$ cat src/logic/gxw_pkg.sv
// package: constants, types and decode helpers for the interrupt and wake pin selector
// Notes on behaviour
// (RULE1) Each external interrupt line has a 5-bit field in bits 4..0 that picks one of the 32 port A pins.
// (RULE2) After reset every select field holds 00000, so pin 0 drives each line.
// (RULE3) The select field is a plain binary pin index, 11110 picks pin 30 and 11111 picks pin 31.
// (RULE4) There are three independent lines, each with its own select register.
// (RULE5) The signal picked for line 2 also starts a conversion, but only while the converter enables that trigger.
// (RULE6) The conversion start taken from line 2 always reacts to rising edges, whatever the line's polarity.
// (RULE7) The wake mask holds 32 bits, bit n deciding whether port A pin n may wake the device.
// (RULE8) A pin whose mask bit is 0 has no effect on the device in halt or standby mode.
// (RULE9) A pin whose mask bit is 1 can wake the device from both halt and standby mode.
// (RULE10) Writes to the select and mask registers are ignored until the unlock instruction runs; reads always work.
// (RULE11) After the relock instruction, writes to those registers are ignored again.
// (RULE12) Reset clears the write permission, so protection is active from reset.
// (RULE13) The wake mask resets to all zeros, so no pin wakes the device until software allows it.
// (RULE14) The reserved upper bits of a select register read as zero and ignore writes.
package gxw_pkg;

   // sizes
   localparam int GXW_NUM_LINES = 3;
   localparam int GXW_PIN_COUNT = 32;
   localparam int GXW_SEL_W = 5;
   localparam int GXW_ADDR_W = 12;
   localparam int GXW_DATA_W = 32;
   localparam int GXW_IRQ_W = 3;

   // register byte offsets
   localparam logic [11:0] GXW_OFF_SEL1 = 12'h000;
   localparam logic [11:0] GXW_OFF_SEL2 = 12'h004;
   localparam logic [11:0] GXW_OFF_SEL3 = 12'h008;
   localparam logic [11:0] GXW_OFF_WAKE = 12'h00c;
   localparam logic [11:0] GXW_OFF_PROT = 12'h010;
   localparam logic [11:0] GXW_OFF_ISTAT = 12'h014;
   localparam logic [11:0] GXW_OFF_IEN = 12'h018;
   localparam logic [11:0] GXW_OFF_ICLR = 12'h01c;

   // reset values
   localparam logic [4:0] GXW_SEL_RESET = 5'h00;
   localparam logic [31:0] GXW_MASK_RESET = 32'h0000_0000;
   localparam logic [2:0] GXW_IRQ_RESET = 3'h0;

   // field positions
   localparam int GXW_PROT_BIT = 0;
   localparam int GXW_IRQ_REJECT = 0;
   localparam int GXW_IRQ_WAKE = 1;
   localparam int GXW_IRQ_CONV = 2;

   // line that doubles as conversion trigger (second line)
   localparam int GXW_CONV_LINE = 1;

   typedef enum logic [3:0] {
      GXW_REG_SEL1 = 4'h0,
      GXW_REG_SEL2 = 4'h1,
      GXW_REG_SEL3 = 4'h2,
      GXW_REG_WAKE = 4'h3,
      GXW_REG_PROT = 4'h4,
      GXW_REG_ISTAT = 4'h5,
      GXW_REG_IEN = 4'h6,
      GXW_REG_ICLR = 4'h7,
      GXW_REG_NONE = 4'hf
   } gxw_reg_type;

   typedef struct packed {
      logic psel;
      logic penable;
      logic pwrite;
      logic [11:0] paddr;
      logic [31:0] pwdata;
      logic [3:0] pstrb;
   } gxw_apb_req_type;

   typedef struct packed {
      logic halt;
      logic standby;
   } gxw_lpm_type;

   // address decode, used for reads and writes
   function automatic gxw_reg_type gxw_decode(input logic [11:0] addr);
      unique case (addr)
         GXW_OFF_SEL1: gxw_decode = GXW_REG_SEL1;
         GXW_OFF_SEL2: gxw_decode = GXW_REG_SEL2;
         GXW_OFF_SEL3: gxw_decode = GXW_REG_SEL3;
         GXW_OFF_WAKE: gxw_decode = GXW_REG_WAKE;
         GXW_OFF_PROT: gxw_decode = GXW_REG_PROT;
         GXW_OFF_ISTAT: gxw_decode = GXW_REG_ISTAT;
         GXW_OFF_IEN: gxw_decode = GXW_REG_IEN;
         GXW_OFF_ICLR: gxw_decode = GXW_REG_ICLR;
         default: gxw_decode = GXW_REG_NONE;
      endcase
   endfunction

   // byte-lane merge of write data into an old value
   function automatic logic [31:0] gxw_merge(input logic [31:0] old, input logic [31:0] wdata,
                                             input logic [3:0] strb);
      logic [31:0] res;
      res = old;
      for (int b = 0; b < 4; b++) begin
         if (strb[b]) begin
            res[8*b +: 8] = wdata[8*b +: 8];
         end
      end
      return res;
   endfunction

endpackage

$ cat src/logic/gxw_sync.sv
// two flip-flop synchroniser for a bus of asynchronous levels
`timescale 1ns/10ps
module gxw_sync #(
   parameter int WIDTH = 32
) (
   // clock and reset
   input wire logic clk,
   input wire logic rst_n,
   // levels
   input wire logic [WIDTH-1:0] d_in,
   output logic [WIDTH-1:0] q_out
);
   logic [WIDTH-1:0] meta_reg;

   // first stage is read only by the second stage
   always_ff @(posedge clk or negedge rst_n) begin
      if (!rst_n) begin
         meta_reg <= '0;
         q_out <= '0;
      end else begin
         meta_reg <= d_in;
         q_out <= meta_reg;
      end
   end
endmodule

$ cat src/logic/gxw_pin_mux.sv
// one-of-n pin selector with registered output
`timescale 1ns/10ps
module gxw_pin_mux #(
   parameter int PINS = 32,
   parameter int SEL_W = 5
) (
   // clock and reset
   input wire logic clk,
   input wire logic rst_n,
   // pins and select
   input wire logic [PINS-1:0] pins,
   input wire logic [SEL_W-1:0] sel,
   // selected line
   output logic line_out
);
   // plain binary index into the pin vector
   always_ff @(posedge clk or negedge rst_n) begin
      if (!rst_n) begin
         line_out <= 1'b0;
      end else begin
         line_out <= pins[sel]; // see (RULE3)
      end
   end
endmodule

$ cat src/logic/gxw_top.sv
// external interrupt pin select, wake mask and protected register file behind apb
//
// Added by the designer: the placing of the registers and the APB slave port.
`timescale 1ns/10ps
module gxw_top
   import gxw_pkg::*;
(
   // clock and reset
   input wire logic CLK_SYS,
   input wire logic RSTN,
   // apb slave
   input wire logic PSEL,
   input wire logic PENABLE,
   input wire logic PWRITE,
   input wire logic [GXW_ADDR_W-1:0] PADDR,
   input wire logic [GXW_DATA_W-1:0] PWDATA,
   input wire logic [3:0] PSTRB,
   output logic PREADY,
   output logic [GXW_DATA_W-1:0] PRDATA,
   output logic PSLVERR,
   // protected write control from the cpu
   input wire logic PROT_UNLOCK,
   input wire logic PROT_RELOCK,
   // port a pins
   input wire logic [GXW_PIN_COUNT-1:0] GPIO_A_IN,
   // converter trigger
   input wire logic CONV_TRIG_ENABLE,
   output logic CONV_START_TRIGGER,
   // low power mode
   input wire logic LPM_HALT,
   input wire logic LPM_STANDBY,
   output logic LPM_WAKE,
   // interrupt lines and block interrupt
   output logic [GXW_NUM_LINES-1:0] EXT_IRQ_LINE,
   output logic IRQ
);

   gxw_apb_req_type req;
   gxw_lpm_type lpm;
   gxw_reg_type reg_sel;
   logic setup_phase;
   logic acc_phase;
   logic wr_acc;
   logic prot_hit;
   logic wr_ok;
   logic wr_reject;
   logic permit_reg;
   logic [GXW_SEL_W-1:0] sel_reg [GXW_NUM_LINES];
   logic [GXW_PIN_COUNT-1:0] mask_reg;
   logic [GXW_PIN_COUNT-1:0] pin_sync;
   logic [GXW_NUM_LINES-1:0] line_vec;
   logic conv_line_d_reg;
   logic conv_reg;
   logic lpm_active;
   logic wake_next;
   logic wake_reg;
   logic [GXW_IRQ_W-1:0] irq_stat_reg;
   logic [GXW_IRQ_W-1:0] irq_en_reg;
   logic [GXW_IRQ_W-1:0] irq_evt;
   logic [GXW_IRQ_W-1:0] irq_clr;
   logic [GXW_DATA_W-1:0] rd_value;
   logic [GXW_DATA_W-1:0] prdata_reg;
   logic [GXW_DATA_W-1:0] merged;

   // bus request and low power mode as carriers
   assign req = '{psel: PSEL, penable: PENABLE, pwrite: PWRITE, paddr: PADDR, pwdata: PWDATA, pstrb: PSTRB};
   assign lpm = '{halt: LPM_HALT, standby: LPM_STANDBY};

   // apb phase decode
   assign reg_sel = gxw_decode(req.paddr);
   assign setup_phase = req.psel & ~req.penable;
   assign acc_phase = req.psel & req.penable;
   assign wr_acc = acc_phase & req.pwrite;
   assign merged = gxw_merge(rd_value, req.pwdata, req.pstrb);

   // protected registers accept writes only while permission is open
   assign prot_hit = (reg_sel == GXW_REG_SEL1) || (reg_sel == GXW_REG_SEL2) ||
                     (reg_sel == GXW_REG_SEL3) || (reg_sel == GXW_REG_WAKE);
   assign wr_ok = wr_acc & prot_hit & permit_reg; // see (RULE10)
   assign wr_reject = wr_acc & prot_hit & ~permit_reg; // see (RULE10)

   // zero wait slave: ready in every access phase, error on unmapped address
   assign PREADY = acc_phase;
   assign PSLVERR = acc_phase & (reg_sel == GXW_REG_NONE);

   // write permission: relock wins over a same-cycle unlock
   always_ff @(posedge CLK_SYS or negedge RSTN) begin
      if (!RSTN) begin
         permit_reg <= 1'b0; // see (RULE12)
      end else if (PROT_RELOCK) begin
         permit_reg <= 1'b0; // see (RULE11)
      end else if (PROT_UNLOCK) begin
         permit_reg <= 1'b1; // see (RULE10)
      end
   end

   // per-line select fields, bits 4..0 only, upper bits dropped
   always_ff @(posedge CLK_SYS or negedge RSTN) begin
      if (!RSTN) begin
         for (int i = 0; i < GXW_NUM_LINES; i++) begin
            sel_reg[i] <= GXW_SEL_RESET; // see (RULE2)
         end
      end else begin
         for (int i = 0; i < GXW_NUM_LINES; i++) begin
            if (wr_ok && (reg_sel == gxw_reg_type'(4'(i)))) begin
               sel_reg[i] <= merged[GXW_SEL_W-1:0]; // see (RULE1) see (RULE14)
            end
         end
      end
   end

   // wake mask, one bit per port a pin
   always_ff @(posedge CLK_SYS or negedge RSTN) begin
      if (!RSTN) begin
         mask_reg <= GXW_MASK_RESET; // see (RULE13)
      end else if (wr_ok && (reg_sel == GXW_REG_WAKE)) begin
         mask_reg <= merged; // see (RULE7)
      end
   end

   // pins are asynchronous, synchronise before any use
   gxw_sync #(
      .WIDTH(GXW_PIN_COUNT)
   ) u_pin_sync (
      .clk(CLK_SYS),
      .rst_n(RSTN),
      .d_in(GPIO_A_IN),
      .q_out(pin_sync)
   );

   // one independent selector per external interrupt line
   for (genvar g = 0; g < GXW_NUM_LINES; g++) begin : g_line
      gxw_pin_mux #(
         .PINS(GXW_PIN_COUNT),
         .SEL_W(GXW_SEL_W)
      ) u_mux (
         .clk(CLK_SYS),
         .rst_n(RSTN),
         .pins(pin_sync),
         .sel(sel_reg[g]),
         .line_out(line_vec[g]) // see (RULE4)
      );
   end
   assign EXT_IRQ_LINE = line_vec;

   // conversion start: rising edge of line 2, gated by the converter's enable
   always_ff @(posedge CLK_SYS or negedge RSTN) begin
      if (!RSTN) begin
         conv_line_d_reg <= 1'b0;
         conv_reg <= 1'b0;
      end else begin
         conv_line_d_reg <= line_vec[GXW_CONV_LINE];
         conv_reg <= CONV_TRIG_ENABLE & line_vec[GXW_CONV_LINE] & ~conv_line_d_reg; // see (RULE5) see (RULE6)
      end
   end
   assign CONV_START_TRIGGER = conv_reg;

   // wake request only from masked pins and only in halt or standby
   assign lpm_active = lpm.halt | lpm.standby;
   assign wake_next = lpm_active & (|(pin_sync & mask_reg)); // see (RULE8) see (RULE9)
   always_ff @(posedge CLK_SYS or negedge RSTN) begin
      if (!RSTN) begin
         wake_reg <= 1'b0;
      end else begin
         wake_reg <= wake_next;
      end
   end
   assign LPM_WAKE = wake_reg;

   // interrupt events and write-one-to-clear requests
   always_comb begin
      irq_evt = GXW_IRQ_RESET;
      irq_evt[GXW_IRQ_REJECT] = wr_reject;
      irq_evt[GXW_IRQ_WAKE] = wake_next & ~wake_reg;
      irq_evt[GXW_IRQ_CONV] = conv_reg;
   end
   assign irq_clr = (wr_acc && (reg_sel == GXW_REG_ICLR) && req.pstrb[0]) ?
                    req.pwdata[GXW_IRQ_W-1:0] : GXW_IRQ_RESET;

   // sticky status, a new event wins over a clear in the same cycle
   always_ff @(posedge CLK_SYS or negedge RSTN) begin
      if (!RSTN) begin
         irq_stat_reg <= GXW_IRQ_RESET;
      end else begin
         irq_stat_reg <= (irq_stat_reg & ~irq_clr) | irq_evt;
      end
   end

   // interrupt enable register, not protected
   always_ff @(posedge CLK_SYS or negedge RSTN) begin
      if (!RSTN) begin
         irq_en_reg <= GXW_IRQ_RESET;
      end else if (wr_acc && (reg_sel == GXW_REG_IEN)) begin
         irq_en_reg <= merged[GXW_IRQ_W-1:0];
      end
   end
   assign IRQ = |(irq_stat_reg & irq_en_reg);

   // read value, reserved bits are zero
   always_comb begin
      rd_value = '0;
      unique case (reg_sel)
         GXW_REG_SEL1: rd_value = 32'(sel_reg[0]); // see (RULE14)
         GXW_REG_SEL2: rd_value = 32'(sel_reg[1]);
         GXW_REG_SEL3: rd_value = 32'(sel_reg[2]);
         GXW_REG_WAKE: rd_value = mask_reg;
         GXW_REG_PROT: rd_value[GXW_PROT_BIT] = permit_reg;
         GXW_REG_ISTAT: rd_value = 32'(irq_stat_reg);
         GXW_REG_IEN: rd_value = 32'(irq_en_reg);
         GXW_REG_ICLR: rd_value = '0;
         GXW_REG_NONE: rd_value = '0;
      endcase
   end

   // read data captured in the setup phase, reads never blocked
   always_ff @(posedge CLK_SYS or negedge RSTN) begin
      if (!RSTN) begin
         prdata_reg <= '0;
      end else if (setup_phase && !req.pwrite) begin
         prdata_reg <= rd_value; // see (RULE10)
      end
   end
   assign PRDATA = prdata_reg;

   // checks on select fields, conversion start, wake mask and write protection
   property p_sel_write;
      @(posedge CLK_SYS) disable iff (!RSTN)
      (wr_ok && reg_sel == GXW_REG_SEL1 && req.pstrb[0]) |=> (sel_reg[0] == $past(req.pwdata[4:0]));
   endproperty
   a_sel_write: assert property (p_sel_write) else $error("select field not loaded from bits 4..0"); // see (RULE1)

   property p_sel_reset;
      @(posedge CLK_SYS) $rose(RSTN) |-> (sel_reg[0] == 5'h00 && sel_reg[1] == 5'h00 && sel_reg[2] == 5'h00);
   endproperty
   a_sel_reset: assert property (p_sel_reset) else $error("select fields not zero after reset"); // see (RULE2)

   property p_line_index;
      @(posedge CLK_SYS) disable iff (!RSTN)
      ##1 (EXT_IRQ_LINE[2] == $past(pin_sync[sel_reg[2]]));
   endproperty
   a_line_index: assert property (p_line_index) else $error("line 3 does not follow the indexed pin"); // see (RULE3)

   property p_conv_gate;
      @(posedge CLK_SYS) disable iff (!RSTN)
      CONV_START_TRIGGER |-> $past(CONV_TRIG_ENABLE);
   endproperty
   a_conv_gate: assert property (p_conv_gate) else $error("conversion start without enable"); // see (RULE5)

   property p_conv_rise;
      @(posedge CLK_SYS) disable iff (!RSTN)
      CONV_START_TRIGGER |-> ($past(EXT_IRQ_LINE[1]) && !$past(EXT_IRQ_LINE[1], 2));
   endproperty
   a_conv_rise: assert property (p_conv_rise) else $error("conversion start not on a rising edge"); // see (RULE6)

   property p_conv_fire;
      @(posedge CLK_SYS) disable iff (!RSTN)
      (CONV_TRIG_ENABLE && $rose(EXT_IRQ_LINE[1])) |=> CONV_START_TRIGGER;
   endproperty
   a_conv_fire: assert property (p_conv_fire) else $error("enabled rising edge lost"); // see (RULE6)

   property p_wake_masked;
      @(posedge CLK_SYS) disable iff (!RSTN)
      LPM_WAKE |-> $past((LPM_HALT || LPM_STANDBY) && ((pin_sync & mask_reg) != 32'h0000_0000));
   endproperty
   a_wake_masked: assert property (p_wake_masked) else $error("wake from an unmasked pin"); // see (RULE8)

   property p_wake_fire;
      @(posedge CLK_SYS) disable iff (!RSTN)
      (LPM_STANDBY && (pin_sync & mask_reg) != 32'h0000_0000) |=> LPM_WAKE;
   endproperty
   a_wake_fire: assert property (p_wake_fire) else $error("enabled pin failed to wake"); // see (RULE9)

   property p_locked_hold;
      @(posedge CLK_SYS) disable iff (!RSTN)
      (wr_acc && !permit_reg && reg_sel == GXW_REG_WAKE) |=> $stable(mask_reg);
   endproperty
   a_locked_hold: assert property (p_locked_hold) else $error("locked write changed the wake mask"); // see (RULE10)

   property p_relock;
      @(posedge CLK_SYS) disable iff (!RSTN)
      PROT_RELOCK |=> (!permit_reg && !wr_ok);
   endproperty
   a_relock: assert property (p_relock) else $error("write permitted after relock"); // see (RULE11)

   property p_reset_state;
      @(posedge CLK_SYS) $rose(RSTN) |-> (!permit_reg && mask_reg == 32'h0000_0000);
   endproperty
   a_reset_state: assert property (p_reset_state) else $error("permission or mask not clear after reset"); // see (RULE12) see (RULE13)

   property p_reserved_zero;
      @(posedge CLK_SYS) disable iff (!RSTN)
      (setup_phase && !req.pwrite && reg_sel == GXW_REG_SEL2) |=> (PRDATA[31:5] == 27'h0);
   endproperty
   a_reserved_zero: assert property (p_reserved_zero) else $error("reserved select bits not zero"); // see (RULE14)

   // checks on the other two selectors and the trigger pulse
   property p_line1_index;
      @(posedge CLK_SYS) disable iff (!RSTN)
      ##1 (EXT_IRQ_LINE[0] == $past(pin_sync[sel_reg[0]]));
   endproperty
   a_line1_index: assert property (p_line1_index) else $error("line 1 does not follow the indexed pin"); // see (RULE3)

   property p_line2_index;
      @(posedge CLK_SYS) disable iff (!RSTN)
      ##1 (EXT_IRQ_LINE[1] == $past(pin_sync[sel_reg[1]]));
   endproperty
   a_line2_index: assert property (p_line2_index) else $error("line 2 does not follow the indexed pin"); // see (RULE4)

   property p_conv_pulse;
      @(posedge CLK_SYS) disable iff (!RSTN)
      CONV_START_TRIGGER |=> !CONV_START_TRIGGER;
   endproperty
   a_conv_pulse: assert property (p_conv_pulse) else $error("conversion start longer than one cycle"); // see (RULE6)

   // checks on the wake path
   property p_wake_halt;
      @(posedge CLK_SYS) disable iff (!RSTN)
      (LPM_HALT && (pin_sync & mask_reg) != GXW_MASK_RESET) |=> LPM_WAKE;
   endproperty
   a_wake_halt: assert property (p_wake_halt) else $error("enabled pin failed to wake from halt"); // see (RULE9)

   property p_wake_none;
      @(posedge CLK_SYS) disable iff (!RSTN)
      (mask_reg == GXW_MASK_RESET) |=> !LPM_WAKE;
   endproperty
   a_wake_none: assert property (p_wake_none) else $error("wake with an empty mask"); // see (RULE8)

   property p_mask_write;
      @(posedge CLK_SYS) disable iff (!RSTN)
      (wr_ok && reg_sel == GXW_REG_WAKE && req.pstrb == 4'hf) |=> (mask_reg == $past(req.pwdata));
   endproperty
   a_mask_write: assert property (p_mask_write) else $error("wake mask not loaded"); // see (RULE7)

   // checks on write permission
   property p_unlock;
      @(posedge CLK_SYS) disable iff (!RSTN)
      (PROT_UNLOCK && !PROT_RELOCK) |=> permit_reg;
   endproperty
   a_unlock: assert property (p_unlock) else $error("unlock did not open writes"); // see (RULE10)

   property p_locked_sel;
      @(posedge CLK_SYS) disable iff (!RSTN)
      wr_reject |=> ($stable(sel_reg[0]) && $stable(sel_reg[1]) && $stable(sel_reg[2]));
   endproperty
   a_locked_sel: assert property (p_locked_sel) else $error("locked write changed a select field"); // see (RULE10)

   property p_read_open;
      @(posedge CLK_SYS) disable iff (!RSTN)
      (setup_phase && !req.pwrite && reg_sel == GXW_REG_WAKE) |=> (PRDATA == $past(mask_reg));
   endproperty
   a_read_open: assert property (p_read_open) else $error("wake mask read blocked"); // see (RULE10)

endmodule

$ cat config.mk
export PLATFORM = sky130hd
export DESIGN_NAME = gxw_top
export DESIGN_NICKNAME = d
export VERILOG_FILES = /design/src/logic/gxw_pkg.sv /design/src/logic/gxw_sync.sv /design/src/logic/gxw_pin_mux.sv /design/src/logic/gxw_top.sv
export SDC_FILE = /design/constraint.sdc
export NUM_CORES = 1
export LEC_CHECK = 0
export ABC_CLOCK_PERIOD_IN_PS = 4200
export BUFFER_PORTS_ARGS = -buffer_cell sky130_fd_sc_hd__buf_2
export CORE_ASPECT_RATIO = 1.25
export CORE_MARGIN = 2
export CORE_UTILIZATION = 43
export CTS_CLUSTER_SIZE = 25
export DETAILED_ROUTE_END_ITERATION = 12
export MAX_ROUTING_LAYER = met4
export SLEW_MARGIN = 20
export SYNTH_ARGS = -nofsm -noshare
export SYNTH_HDL_FRONTEND = slang
export SYNTH_HIERARCHICAL = 1
export SYNTH_SLANG_ARGS = --single-unit
$ cat constraint.sdc
create_clock -name CLK_SYS -period 4.2 [get_ports CLK_SYS]
set_input_delay 1.26 -clock CLK_SYS [delete_from_list [all_inputs] [get_ports CLK_SYS]]
set_output_delay 1.26 -clock CLK_SYS [all_outputs]
set_load 0.005 [all_outputs]
==> impl_results.md, run 1 <==
* Vias per cell at roughly 5.7
* MaxCap Viol Count at 0
* Fin Clk Skew at ~0.01 ns
* First-pass GRT wire length at 26800 um
* Setup TNS at 0 ns
* Status: finished, final reports clean
* Full die area at 0.0164 mm2
* Mapped Area at approximately 0.0066 mm2
* RSZ-0062 raised after global routing: false
* Clock transition at path regs at 0.06 ns
* HPWL after DPL at 12700 um
* Die Width at 115 um
* Dpl cell area at 0.00742 mm2
* #FFs+latches synth at 156
* Synth unique cells at 49
* Ys Warns at 6
* Top-level I/O count at 130
* Final net count at 743
* Wl on met1 at 7170 um
* Pre-CTS WS at 0.366 ns
* Period utilization at 0.912
* Crit path max fanout at 3
* Die span in y at roughly 140 um
* Post-synthesis sequential area ratio at 0.591
* Drc violations at 0
* CP endpoint kind: primary output
* Row count at 50
* Met3 wire length at 834 um
* Most frequent CP cell: buf_2
* Most frequent cells in the layout: dfrtp_1, buf_2, mux2i_1
* Initial Utilization at 0.440
* WL per Instance at 20.5 um
* Crit-path cells: buf_2 -> or4_4 -> or3_1 -> and2_1 -> buf_2
* Total stage count of the critical path at 5
* R2R depth at 4
* Normalized max-slew margin at 0.354
* Worst setup SP type: input pin
* Reported net switching power at between 700 and 800 uW
* Combinational power share at 0.044
* Post-route antenna net violation count at 0
* Share of layout cells above drive strength 1 at 0.326
* Final WS setup at 0.370 ns
* Crit path buf inv count at 2
* TritonCTS clock tree: yes
* Initial antenna violation count at 0
* Post-CTS Setup Bufs at 0
* Int Power at 2500 uW
* Top Layer Used: met4
* DRT iter0 DRCs at 285
* Syn Nets at 605
* Slew @ Worst Pin at 0.970 ns
* CORE AREA at 0.0150 mm2
* Final number of max-transition violations at 0
* CP max-delay cell: or4_4
* Syn Inst Count at 515
* P&R area growth vs syn at 21.3%
* Design area at between 0.008 and 0.009 mm2
* Cell Pwr Density at ~400 mW/mm2
* Switching Fraction at 0.226
* Vias in the first global route at 4918
* CTS resizes at 0
* Met2 wire length at 8730 um
* Post-Route WL at 17400 um
* Root buf cell: clkbuf_16
* WP data required at 2.94 ns
* P_leak at about 0.0037 uW
* Tot Pwr at 3230 uW
* Hold_buf cts at 0
* Fmax at 261 MHz
* Num CTS Buffers at 17
* Critical path type: input pin to primary output
* Largest net degree at the start of global routing at slightly above 90
* Leading cell type in the layout, fill and taps excluded: dfrtp_1
* GRT Total Usage at 0.226
* Post-Syn Area per Cell at roughly 13 um2
* Global route overflow at 0
* Hold Crit Depth at 0
* Minimum clock period after layout at 3.83 ns
* Setup violators final at 0
* CP arrival at roughly 2.6 ns
* Peak supply drop at 356 uV
* First-pass iteration count of the detailed router at 5
* Non-Filler Instances at between 800 and 900
* Sequential Power Share at 0.486
* CTS HTree Levels at 4
* Port Buffers at 129
* Hold Vio Cnt, Final at 0
* Sink Count at between 150 and 200
* Clock latency on the worst-skew pair at roughly 0.41 ns
* CP top delay family: simple AND/OR/NAND/NOR gates
* Via count at between 4000 and 5000
* Crit-path max cell delay at 0.54 ns
* Placed Cells at 816
* Clk pwr share at 0.470
* GPL Wtd Cong at 0.925
* Clock Path Buffers at 2
* Hold crit path type: flip-flop to flip-flop
* Inserted Diodes at 0
-- synthesized netlist by cell type (all sizes together) --
master | number | area (um2)
nand4 | 9 | 56.3
and2b | 3 | 22.5
inv | 6 | 22.5
clkbuf | 7 | 26.3
nand3 | 18 | 90.1
and3 | 5 | 31.3
a22oi | 30 | 225
a41o | 1 | 10.0
mux2 | 33 | 372
and2 | 6 | 37.5
nor2b | 7 | 43.8
nor3 | 4 | 20.0
a41oi | 2 | 17.5
a31oi | 13 | 81.3
or3 | 2 | 12.5
nand2b | 4 | 25.0
nand4b | 4 | 35.0
o31ai | 1 | 7.51
or2 | 1 | 6.26
mux2i | 54 | 541
a21o | 1 | 7.51
a211oi | 3 | 22.5
mux4 | 2 | 45.0
nor2 | 13 | 48.8
a22o | 27 | 236
o41ai | 2 | 17.5
a221o | 1 | 10.0
or4b | 1 | 10.0
a2bb2oi | 1 | 8.76
nand2 | 31 | 116
or3b | 1 | 8.76
a21oi | 31 | 155
a311o | 3 | 30.0
or4 | 1 | 11.3
o2bb2ai | 1 | 8.76
o21ai | 6 | 30.0
nor4b | 2 | 23.8
o211ai | 1 | 7.51
a31o | 1 | 8.76
a222oi | 1 | 10.0
dfrtp | 156 | 3900
nor4 | 5 | 58.8
buf | 14 | 144
-- stage by stage --
| stage | utilization | hold WS, ns |
|---|---|---|
| 2_1_floorplan | - | 0.331 |
| 3_3_place_gp | 0.494 | 0.334 |
| 3_5_place_dp | 0.494 | 0.335 |
| 4_1_cts | 0.534 | 0.349 |
| 5_1_grt | 0.534 | 0.353 |
| 6_report | 0.534 | 0.347 |
-- area by class of cell --
| cell class | instances | area (um2) |
|---|---|---|
| Sequential cell | 156 | 3900 |
| Tap cell | 182 | 228 |
| Clock inverter | 14 | 159 |
| Clock buffer | 18 | 439 |
| Multi-Input combinational cell | 332 | 2510 |
| Timing Repair Buffer | 140 | 747 |
| Inverter | 6 | 22.5 |
| Fill cell | 1342 | 7000 |
-- cells by family (layout without fill, tap and decap cells) --
| kind of cell | count (synthesis) | in the layout | share of synthesized area |
|---|---|---|---|
| AOI/OAI and AO/OA | 126 | 126 | 0.135 |
| buffers and inverters | 27 | 178 | 0.0292 |
| DFF | 156 | 156 | 0.591 |
| muxes | 89 | 89 | 0.145 |
| and+or+nand+nor | 117 | 117 | 0.0996 |
-- power by group through the flow --
stage	Clock, uW	Combinational (uW)	Sequential, uW
after detailed placement	0	143	1600
after global placement	0	140	1600
after CTS	1560	144	1570
final	1520	141	1570
after global routing	1620	158	1570
after floorplan	0	49.7	1580
-- routing by layer --
layer	track usage	up-vias
met4	0.107	0
met1	0.283	2388
li1	-	2220
met3	0.0422	36
met5	-	-
met2	0.355	174
-- worst register-to-register path, stage by stage, from the launching register on --
cell,delay [ns]
dfrtp_1,0.49
inv_1,0.09
nor4_2,0.63
nand3_1,0.48
mux2_2,0.41
-- worst paths after layout --
check	startpoint	endpoint	slack [ns]
worst max-delay path	PADDR[9]	PSLVERR	0.37
worst min-delay path	u_pin_sync/meta_reg[3]$_DFF_PN0_	u_pin_sync/q_out[3]$_DFF_PN0_	0.35
worst max register to register	permit_reg$_DFFE_PN0P_	mask_reg[22]$_DFFE_PN0P_	1.98
worst min register to register	u_pin_sync/meta_reg[3]$_DFF_PN0_	u_pin_sync/q_out[3]$_DFF_PN0_	0.35
max in group asynchronous	RSTN	u_pin_sync/q_out[11]$_DFF_PN0_	2.48
min in group asynchronous	RSTN	PRDATA[0]$_DFFE_PN0P_	0.90
Power figures use the tool's default switching activity.
==> inputs of run 2 (changes only) <==
--- a/config.mk
+++ b/config.mk
@@ -7,14 +7,14 @@
 export LEC_CHECK = 0
 export ABC_CLOCK_PERIOD_IN_PS = 4200
 export BUFFER_PORTS_ARGS = -buffer_cell sky130_fd_sc_hd__buf_2
-export CORE_ASPECT_RATIO = 1.25
+export CORE_ASPECT_RATIO = 0.75
 export CORE_MARGIN = 2
 export CORE_UTILIZATION = 43
 export CTS_CLUSTER_SIZE = 25
 export DETAILED_ROUTE_END_ITERATION = 12
 export MAX_ROUTING_LAYER = met4
+export PLACE_DENSITY = 0.65
 export SLEW_MARGIN = 20
 export SYNTH_ARGS = -nofsm -noshare
 export SYNTH_HDL_FRONTEND = slang
-export SYNTH_HIERARCHICAL = 1
 export SYNTH_SLANG_ARGS = --single-unit
==> run 2 against run 1 <==
  * Critical path depth unchanged
  * Sequential power about the same
  * Power up 0.82%
  * Cell area down 3.3%
  * Via count down 13%
  * Combinational power up 3%
  * Sequential cell count unchanged
  * Critical endpoint unchanged
  * Count of clock-buffer cells in the layout down 1
  * Synthesized cell count down 19%
==> impl_results.md, run 2 <==
* Status: finished, final reports clean
* Hold crit path type: flip-flop to flip-flop
* Hold Crit Depth at 0 (unchanged)
* TritonCTS clock tree: yes
* Async S/R FF share, synth at 1.00 (unchanged)
* Fin Clk Skew at 0.00601 ns (-0.00415 ns)
* Normalized max-slew margin at 0.455 (+0.102)
* Setup violators final at 0 (unchanged)
* Final number of max-transition violations at 0 (unchanged)
* Min-Delay Endpoint: u_pin_sync.q_out[28]$_DFF_PN0_
* Inserted Diodes at 0 (unchanged)
* Worst setup SP type: input pin
* Post-synthesis mux area share at 0.190 (+0.0447)
* Reg2reg start: sel_reg[0]$_DFFE_PN0P_
* Synth unique cells at 44 (-10%)
* Mapped Area at 0.00630 mm2 (-4.7%)
* Post-synthesis sequential area ratio at 0.620 (+0.0290)
* Crit path max fanout at 4 (+1)
* Syn Nets at 505 (-17%)
* CP top delay family: simple AND/OR/NAND/NOR gates
* GPL Wtd Cong at 0.849 (-8.2%)
* Share of layout cells above drive strength 1 at 0.439 (+0.113)
* Hold_buf cts at 0 (unchanged)
* CTS HTree Levels at 4 (unchanged)
* Int Power at 2500 uW (about the same)
* Setup TNS at 0 ns (unchanged)
* MaxCap Viol Count at 0 (unchanged)
* CP max-delay cell: or4_1
* Clk pwr share at 0.473 (+0.003)
* Most frequent CP cell: buf_2
* GRT Total Usage at 0.209 (-0.0166)
* Initial antenna violation count at 0 (unchanged)
* Synth Area in Simple Gates at 0.0703 (-0.0293)
* Row count at 38 (-24%)
* Sequential Power Share at 0.483 (-0.003)
* Tot Pwr at 3250 uW (+0.82%)
* Clock Path Buffers at 2 (unchanged)
* Crit-path max cell delay at 0.59 ns (+0.05 ns)
* Pre-CTS WS at 0.334 ns (-0.0314 ns)
* Via count at 4182 (-13%)
* #FFs+latches synth at 156 (unchanged)
* First-pass iteration count of the detailed router at 5 (unchanged)
* Post-Syn Area per Cell at 15.2 um2 (+18%)
* WP data required at 2.94 ns (about the same)
* Peak supply drop at 291 uV (-18%)
* Top-level I/O count at 130 (unchanged)
* Post-Synth Adder-Cell Area at 0 (unchanged)
* Hold Vio Cnt, Final at 0 (unchanged)
* Combinational power share at 0.044 (about the same)
* Worst R2R Setup Slack at 2.03 ns (+0.05 ns)
* First-pass GRT wire length at 23100 um (-14%)
* R2R depth at 3 (-1)
* Port Buffers at 129 (unchanged)
* Ys Warns at 0 (-6)
* CP endpoint kind: primary output
* Num CTS Buffers at 17 (unchanged)
* Worst Hold Launch: u_pin_sync.meta_reg[28]$_DFF_PN0_
* Crit-path cells: buf_2 -> or4_1 -> or3_1 -> and2_1 -> buf_2
* Die span in y at 109 um (-24%)
* Leading cell type in the layout, fill and taps excluded: dfrtp_1
* Full die area at 0.0156 mm2 (-4.5%)
* Vias per cell at 5.50 (-3.2%)
* Area share of the largest cell type after synthesis at 0.620 (+0.0290)
* Critical path type: input pin to primary output
* CTS resizes at 0 (unchanged)
* Syn Inst Count at 415 (-19%)
* Post-synthesis compound-gate area fraction at 0.0985 (-0.0369)
* Post-route antenna net violation count at 0 (unchanged)
* Cell Pwr Density at 420 mW/mm2 (+4.2%)
* Drc violations at 0 (unchanged)
* Global route overflow at 0 (unchanged)
* Fmax at 259 MHz (-0.73%)
* Most frequent cells in the layout: dfrtp_1, buf_2, mux4_2
* Yosys top cell by area: dfrtp_1
* Clock latency on the worst-skew pair at 0.42 ns (about the same)
* Fillers at 1195 (-11%)
* Main flop type after synthesis: dfrtp_1
* HPWL after DPL at 11200 um (-11%)
* Switching Fraction at 0.232 (+0.00588)
* Crit Reg-Reg Endpoint: g_line[2].u_mux.line_out$_DFF_PN0_
* P&R area growth vs syn at 23.1%
* Top post-synthesis cells by area: dfrtp_1, mux4_2, mux2_2
* Final WS setup at 0.342 ns (-0.0280 ns)
* P_leak at 0.00367 uW (-1.6%)
* RSZ-0062 raised after global routing: false
* DRT iter0 DRCs at 393 (+38%)
* WL per Instance at 19.8 um (-3.5%)
* Post-Route WL at 15000 um (-13%)
* Main combinational cell family by area after synthesis: multiplexers
* Count leader, synth: dfrtp_1
* Slew @ Worst Pin at 0.817 ns (-0.153 ns)
* Clock transition at path regs at 0.07 ns (about the same)
* Total stage count of the critical path at 5 (unchanged)
* CORE AREA at 0.0144 mm2 (-4.1%)
* Post-synth EDFFs at 0 (unchanged)
* Post-CTS Setup Bufs at 0 (unchanged)
* Sink Count at 156 (unchanged)
* Largest net degree at the start of global routing at 64 (-31%)
* Reported net switching power at 756 uW (+3.4%)
* Crit path buf inv count at 2 (unchanged)
* Root buf cell: clkbuf_16
* Vias in the first global route at 4207 (-14%)
* Final net count at 637 (-14%)
* Die Width at 144 um (+25%)
* Post-synth top cells: dfrtp_1, mux4_2, mux2_2
* CP arrival at 2.60 ns (+0.03 ns)
* Initial Utilization at 0.437 (-0.00288)
* Period utilization at 0.919 (+0.00667)
* XOR/XNOR Fraction of Synth Area at 0 (unchanged)
* Minimum clock period after layout at 3.86 ns (+0.0280 ns)
[run 2: cell count changes after synthesis, moves of 9 or more]
cell     before  now
a31oi_1      13    4
a21oi_1      31   14
mux2i_1      54    3
mux4_2        2   34
nand3_1      18    1
a22oi_1      30   10
nand2_1      31   21
nor2_1       13   23
[run 2: cells by family after synthesis]
group                  count (synthesis)
AOI/OAI and AO/OA                     81
buffers and inverters                 30
DFF                                  156
muxes                                 72
and+or+nand+nor                       76
[run 2: per-layer routing]
layer / global-route usage / up-vias / wire (um)
met4: 0.0847 / 0 / 284
met1: 0.314 / 2101 / 7030
met3: 0.0430 / 26 / 1260
met5: - / - / 0
met2: 0.279 / 211 / 6440
li1: - / 1844 / -
[run 2: power groups by stage]
stage | clock (uW) | sequential, uW | combinational, uW
2_1_floorplan | 0 | 1580 | 56.9
3_3_place_gp | 0 | 1600 | 143
3_5_place_dp | 0 | 1600 | 147
4_1_cts | 1570 | 1570 | 148
5_1_grt | 1630 | 1570 | 160
6_report | 1540 | 1570 | 145
[run 2: layout make-up]
type	count	area [um2]	area share
Clock inverter	15	173	0.0223
Inverter	7	26.3	0.00339
Clock buffer	17	425	0.0549
Timing Repair Buffer	136	717	0.0925
Sequential cell	156	3900	0.504
Tap cell	200	250	0.0323
Multi-Input combinational cell	229	2260	0.291
[run 2: worst max-delay path by stage]
stage	end	from	slack, ns
4_1_cts	PSLVERR	PADDR[10]	0.33
5_1_grt	PSLVERR	PADDR[10]	0.29
6_report	PSLVERR	PADDR[10]	0.34
2_1_floorplan	PSLVERR	PADDR[10]	0.48
3_5_place_dp	PSLVERR	PADDR[10]	0.33
3_3_place_gp	PSLVERR	PADDR[10]	0.36
[run 2: through the flow]
| stage | hold slack (ns) | cell area [um2] | instances | utilization |
|---|---|---|---|---|
| floorplan | 0.331 | 6300 | 415 | - |
| CTS | 0.348 | 7750 | 760 | 0.538 |
| detailed placement | 0.336 | 7150 | 728 | 0.497 |
| finish | 0.346 | 7750 | 760 | 0.538 |
| global placement | 0.335 | 7150 | 728 | 0.497 |
| global route | 0.351 | 7750 | 760 | 0.538 |
==> inputs of run 3 (changes only) <==
--- a/config.mk
+++ b/config.mk
@@ -14,6 +14,7 @@
 export DETAILED_ROUTE_END_ITERATION = 12
 export MAX_ROUTING_LAYER = met4
 export PLACE_DENSITY = 0.65
+export RECOVER_POWER = 100
 export SLEW_MARGIN = 20
 export SYNTH_ARGS = -nofsm -noshare
 export SYNTH_HDL_FRONTEND = slang
==> run 3 against run 2 <==
  * The flow now finishes with violations (max-capacitance violations, max-slew violations)
  * Power hardly changed
  * Sequential share of layout area is 0.60 points higher
  * Non-clock buffer count stayed put
  * Cell area is 1.2% lower
  * Clock skew is 0.0010 ns higher
  * Register-to-register slack worse by 0.03 ns
  * Sequential cell count stayed put
  * Global-route usage stayed put
  * Final cell count stayed put
==> impl_results.md, run 3 (synthesis results as in run 2) <==
* Status: complete, but fails checks
* Failing checks: max-capacitance violations, max-slew violations
* Final WS setup at 0.339 ns (-0.00256 ns)
* Hold Vio Cnt, Final at 0 (unchanged)
* R2R depth at 3 (unchanged)
* Post-CTS Setup Bufs at 0 (unchanged)
* First-pass iteration count of the detailed router at 4 (-1)
* Worst setup SP type: input pin
* GRT Total Usage at 0.209 (unchanged)
* P_leak at 0.00356 uW (-3.1%)
* Multi-input gate area in the final layout at 0.00221 mm2 (-2.1%)
* Dpl cell area at 0.00715 mm2 (unchanged)
* Initial antenna violation count at 0 (unchanged)
* Largest net degree at the start of global routing at 64 (unchanged)
* Min-Delay Endpoint: u_pin_sync.q_out[28]$_DFF_PN0_
* Via count at 4213 (+0.74%)
* Slew @ Worst Pin at 2.77 ns (+1.96 ns)
* CTS resizes at 0 (unchanged)
* Die span in y at 109 um (unchanged)
* Placed Cells at 728 (unchanged)
* Final net count at 637 (unchanged)
* First-pass GRT wire length at 23100 um (unchanged)
* DRT iter0 DRCs at 267 (-32%)
* Cell Pwr Density at 425 mW/mm2 (+1.2%)
* Reg2reg start: permit_reg$_DFFE_PN0P_
* Vias in the first global route at 4207 (unchanged)
* Peak supply drop at 292 uV (+0.30%)
* CORE AREA at 0.0144 mm2 (unchanged)
* Post-route antenna net violation count at 0 (unchanged)
* Pre-CTS WS at 0.334 ns (unchanged)
* Hold crit path type: flip-flop to flip-flop
* Root buf cell: clkbuf_16
* P&R area growth vs syn at 21.7%
* Drc violations at 0 (unchanged)
* CP max-delay cell: nor4_1
* Crit path buf inv count at 1 (-1)
* Clock latency on the worst-skew pair at 0.42 ns (about the same)
* Die Width at 144 um (unchanged)
* Initial Utilization at 0.437 (unchanged)
* TritonCTS clock tree: yes
* Hold Crit Depth at 0 (unchanged)
* CTS HTree Levels at 4 (unchanged)
* Crit-path max cell delay at 1.14 ns (+0.55 ns)
* Worst Hold Launch: u_pin_sync.meta_reg[28]$_DFF_PN0_
* RSZ-0062 raised after global routing: false
* Top-level I/O count at 130 (unchanged)
* Inserted Diodes at 0 (unchanged)
* Post-Route WL at 15100 um (+0.27%)
* Minimum clock period after layout at 3.86 ns (+0.00256 ns)
* GPL Wtd Cong at 0.849 (unchanged)
* Hold_buf cts at 0 (unchanged)
* Crit-path cells: buf_2 -> or4_1 -> or4_1 -> nor4_1 -> mux2_2
* Fin Clk Skew at 0.00703 ns (+0.00102 ns)
* Row count at 38 (unchanged)
* Sink Count at 156 (unchanged)
* CP top delay family: simple AND/OR/NAND/NOR gates
* Critical Path Start: PADDR[10]
* Fillers at 1220 (+2.1%)
* Fmax at 259 MHz (about the same)
* Setup violators final at 0 (unchanged)
* CP endpoint kind: flip-flop
* Global route overflow at 0 (unchanged)
* Non-Filler Instances at 760 (unchanged)
* Crit path max fanout at 9 (+5)
* Seq. cell area at 0.00390 mm2 (unchanged)
* CP arrival at 4.17 ns (+1.57 ns)
* Most frequent CP cell: or4_1
* MaxCap Viol Count at 1 (+1)
* WL per Instance at 19.8 um (+0.27%)
* Leading cell type in the layout, fill and taps excluded: dfrtp_1
* Design area at 0.00766 mm2 (-1.2%)
* WP data required at 4.51 ns (+1.57 ns)
* HPWL after DPL at 11200 um (unchanged)
* Critical path type: input pin to flip-flop
* Vias per cell at 5.54 (+0.74%)
* Full die area at 0.0156 mm2 (unchanged)
* Share of layout cells above drive strength 1 at 0.382 (-0.0571)
* Normalized max-slew margin at -0.850 (-1.30)
* Num CTS Buffers at 17 (unchanged)
* Setup TNS at 0 ns (unchanged)
* Worst R2R Setup Slack at 2.00 ns (-0.03 ns)
* Clock transition at path regs at 0.07 ns (about the same)
* Port Buffers at 129 (unchanged)
* Crit Reg-Reg Endpoint: sel_reg[10]$_DFFE_PN0P_
* Clock Path Buffers at 2 (unchanged)
* Period utilization at 0.919 (about the same)
* Final number of max-transition violations at 63 (+63)
* Most frequent cells in the layout: dfrtp_1, buf_2, mux4_2
[run 3: cell count changes in the layout (fill, tap and decap cells not counted), sizes merged]
cell,change
clkbuf,+25
dlygate4sd2,+1
buf,-26
[run 3: where the power goes]
| group | leakage (uW) | internal, uW | switching, uW |
|---|---|---|---|
| clock | 0.000289 | 894 | 646 |
| combinational | 0.00126 | 64.6 | 77.4 |
| sequential | 0.00200 | 1540 | 33.1 |
[run 3: final cells by class]
type	count	area share
Tap cell	200	0.0327
Timing Repair Buffer	136	0.0877
Clock buffer	17	0.0555
Multi-Input combinational cell	229	0.289
Inverter	7	0.00343
Sequential cell	156	0.510
Clock inverter	15	0.0225
[run 3: worst max path at each step]
stage / end / cells past startpoint
after detailed placement: PSLVERR / 5
after global routing: mask_reg[30]$_DFFE_PN0P_ / 2
after global placement: PSLVERR / 5
final: sel_reg[10]$_DFFE_PN0P_ / 5
after CTS: PSLVERR / 5
after floorplan: PSLVERR / 4
[run 3: metal layers]
| metal | vias to the layer above | part of all wire | GRT usage | routed length (um) |
|---|---|---|---|---|
| met5 | - | 0 | - | 0 |
| met2 | 211 | 0.42 | 0.279 | 6360 |
| met4 | 0 | 0.020 | 0.0847 | 298 |
| met3 | 24 | 0.088 | 0.0430 | 1330 |
| met1 | 2131 | 0.47 | 0.314 | 7070 |
| li1 | 1847 | - | - | - |
[run 3: stage by stage]
step | total power, uW | hold slack, ns | util
6_report | 3250 | 0.346 | 0.532
5_1_grt | 3360 | 0.351 | 0.532
4_1_cts | 3290 | 0.348 | 0.538
3_5_place_dp | 1740 | 0.336 | 0.497
3_3_place_gp | 1740 | 0.335 | 0.497
2_1_floorplan | 1640 | 0.331 | -
[run 3: worst reg2reg max path, stage by stage (launching register included)]
cell and delay [ns]:
dfrtp_1 0.43, nand2b_1 0.17, nor4_1 1.06, mux2_2 0.43
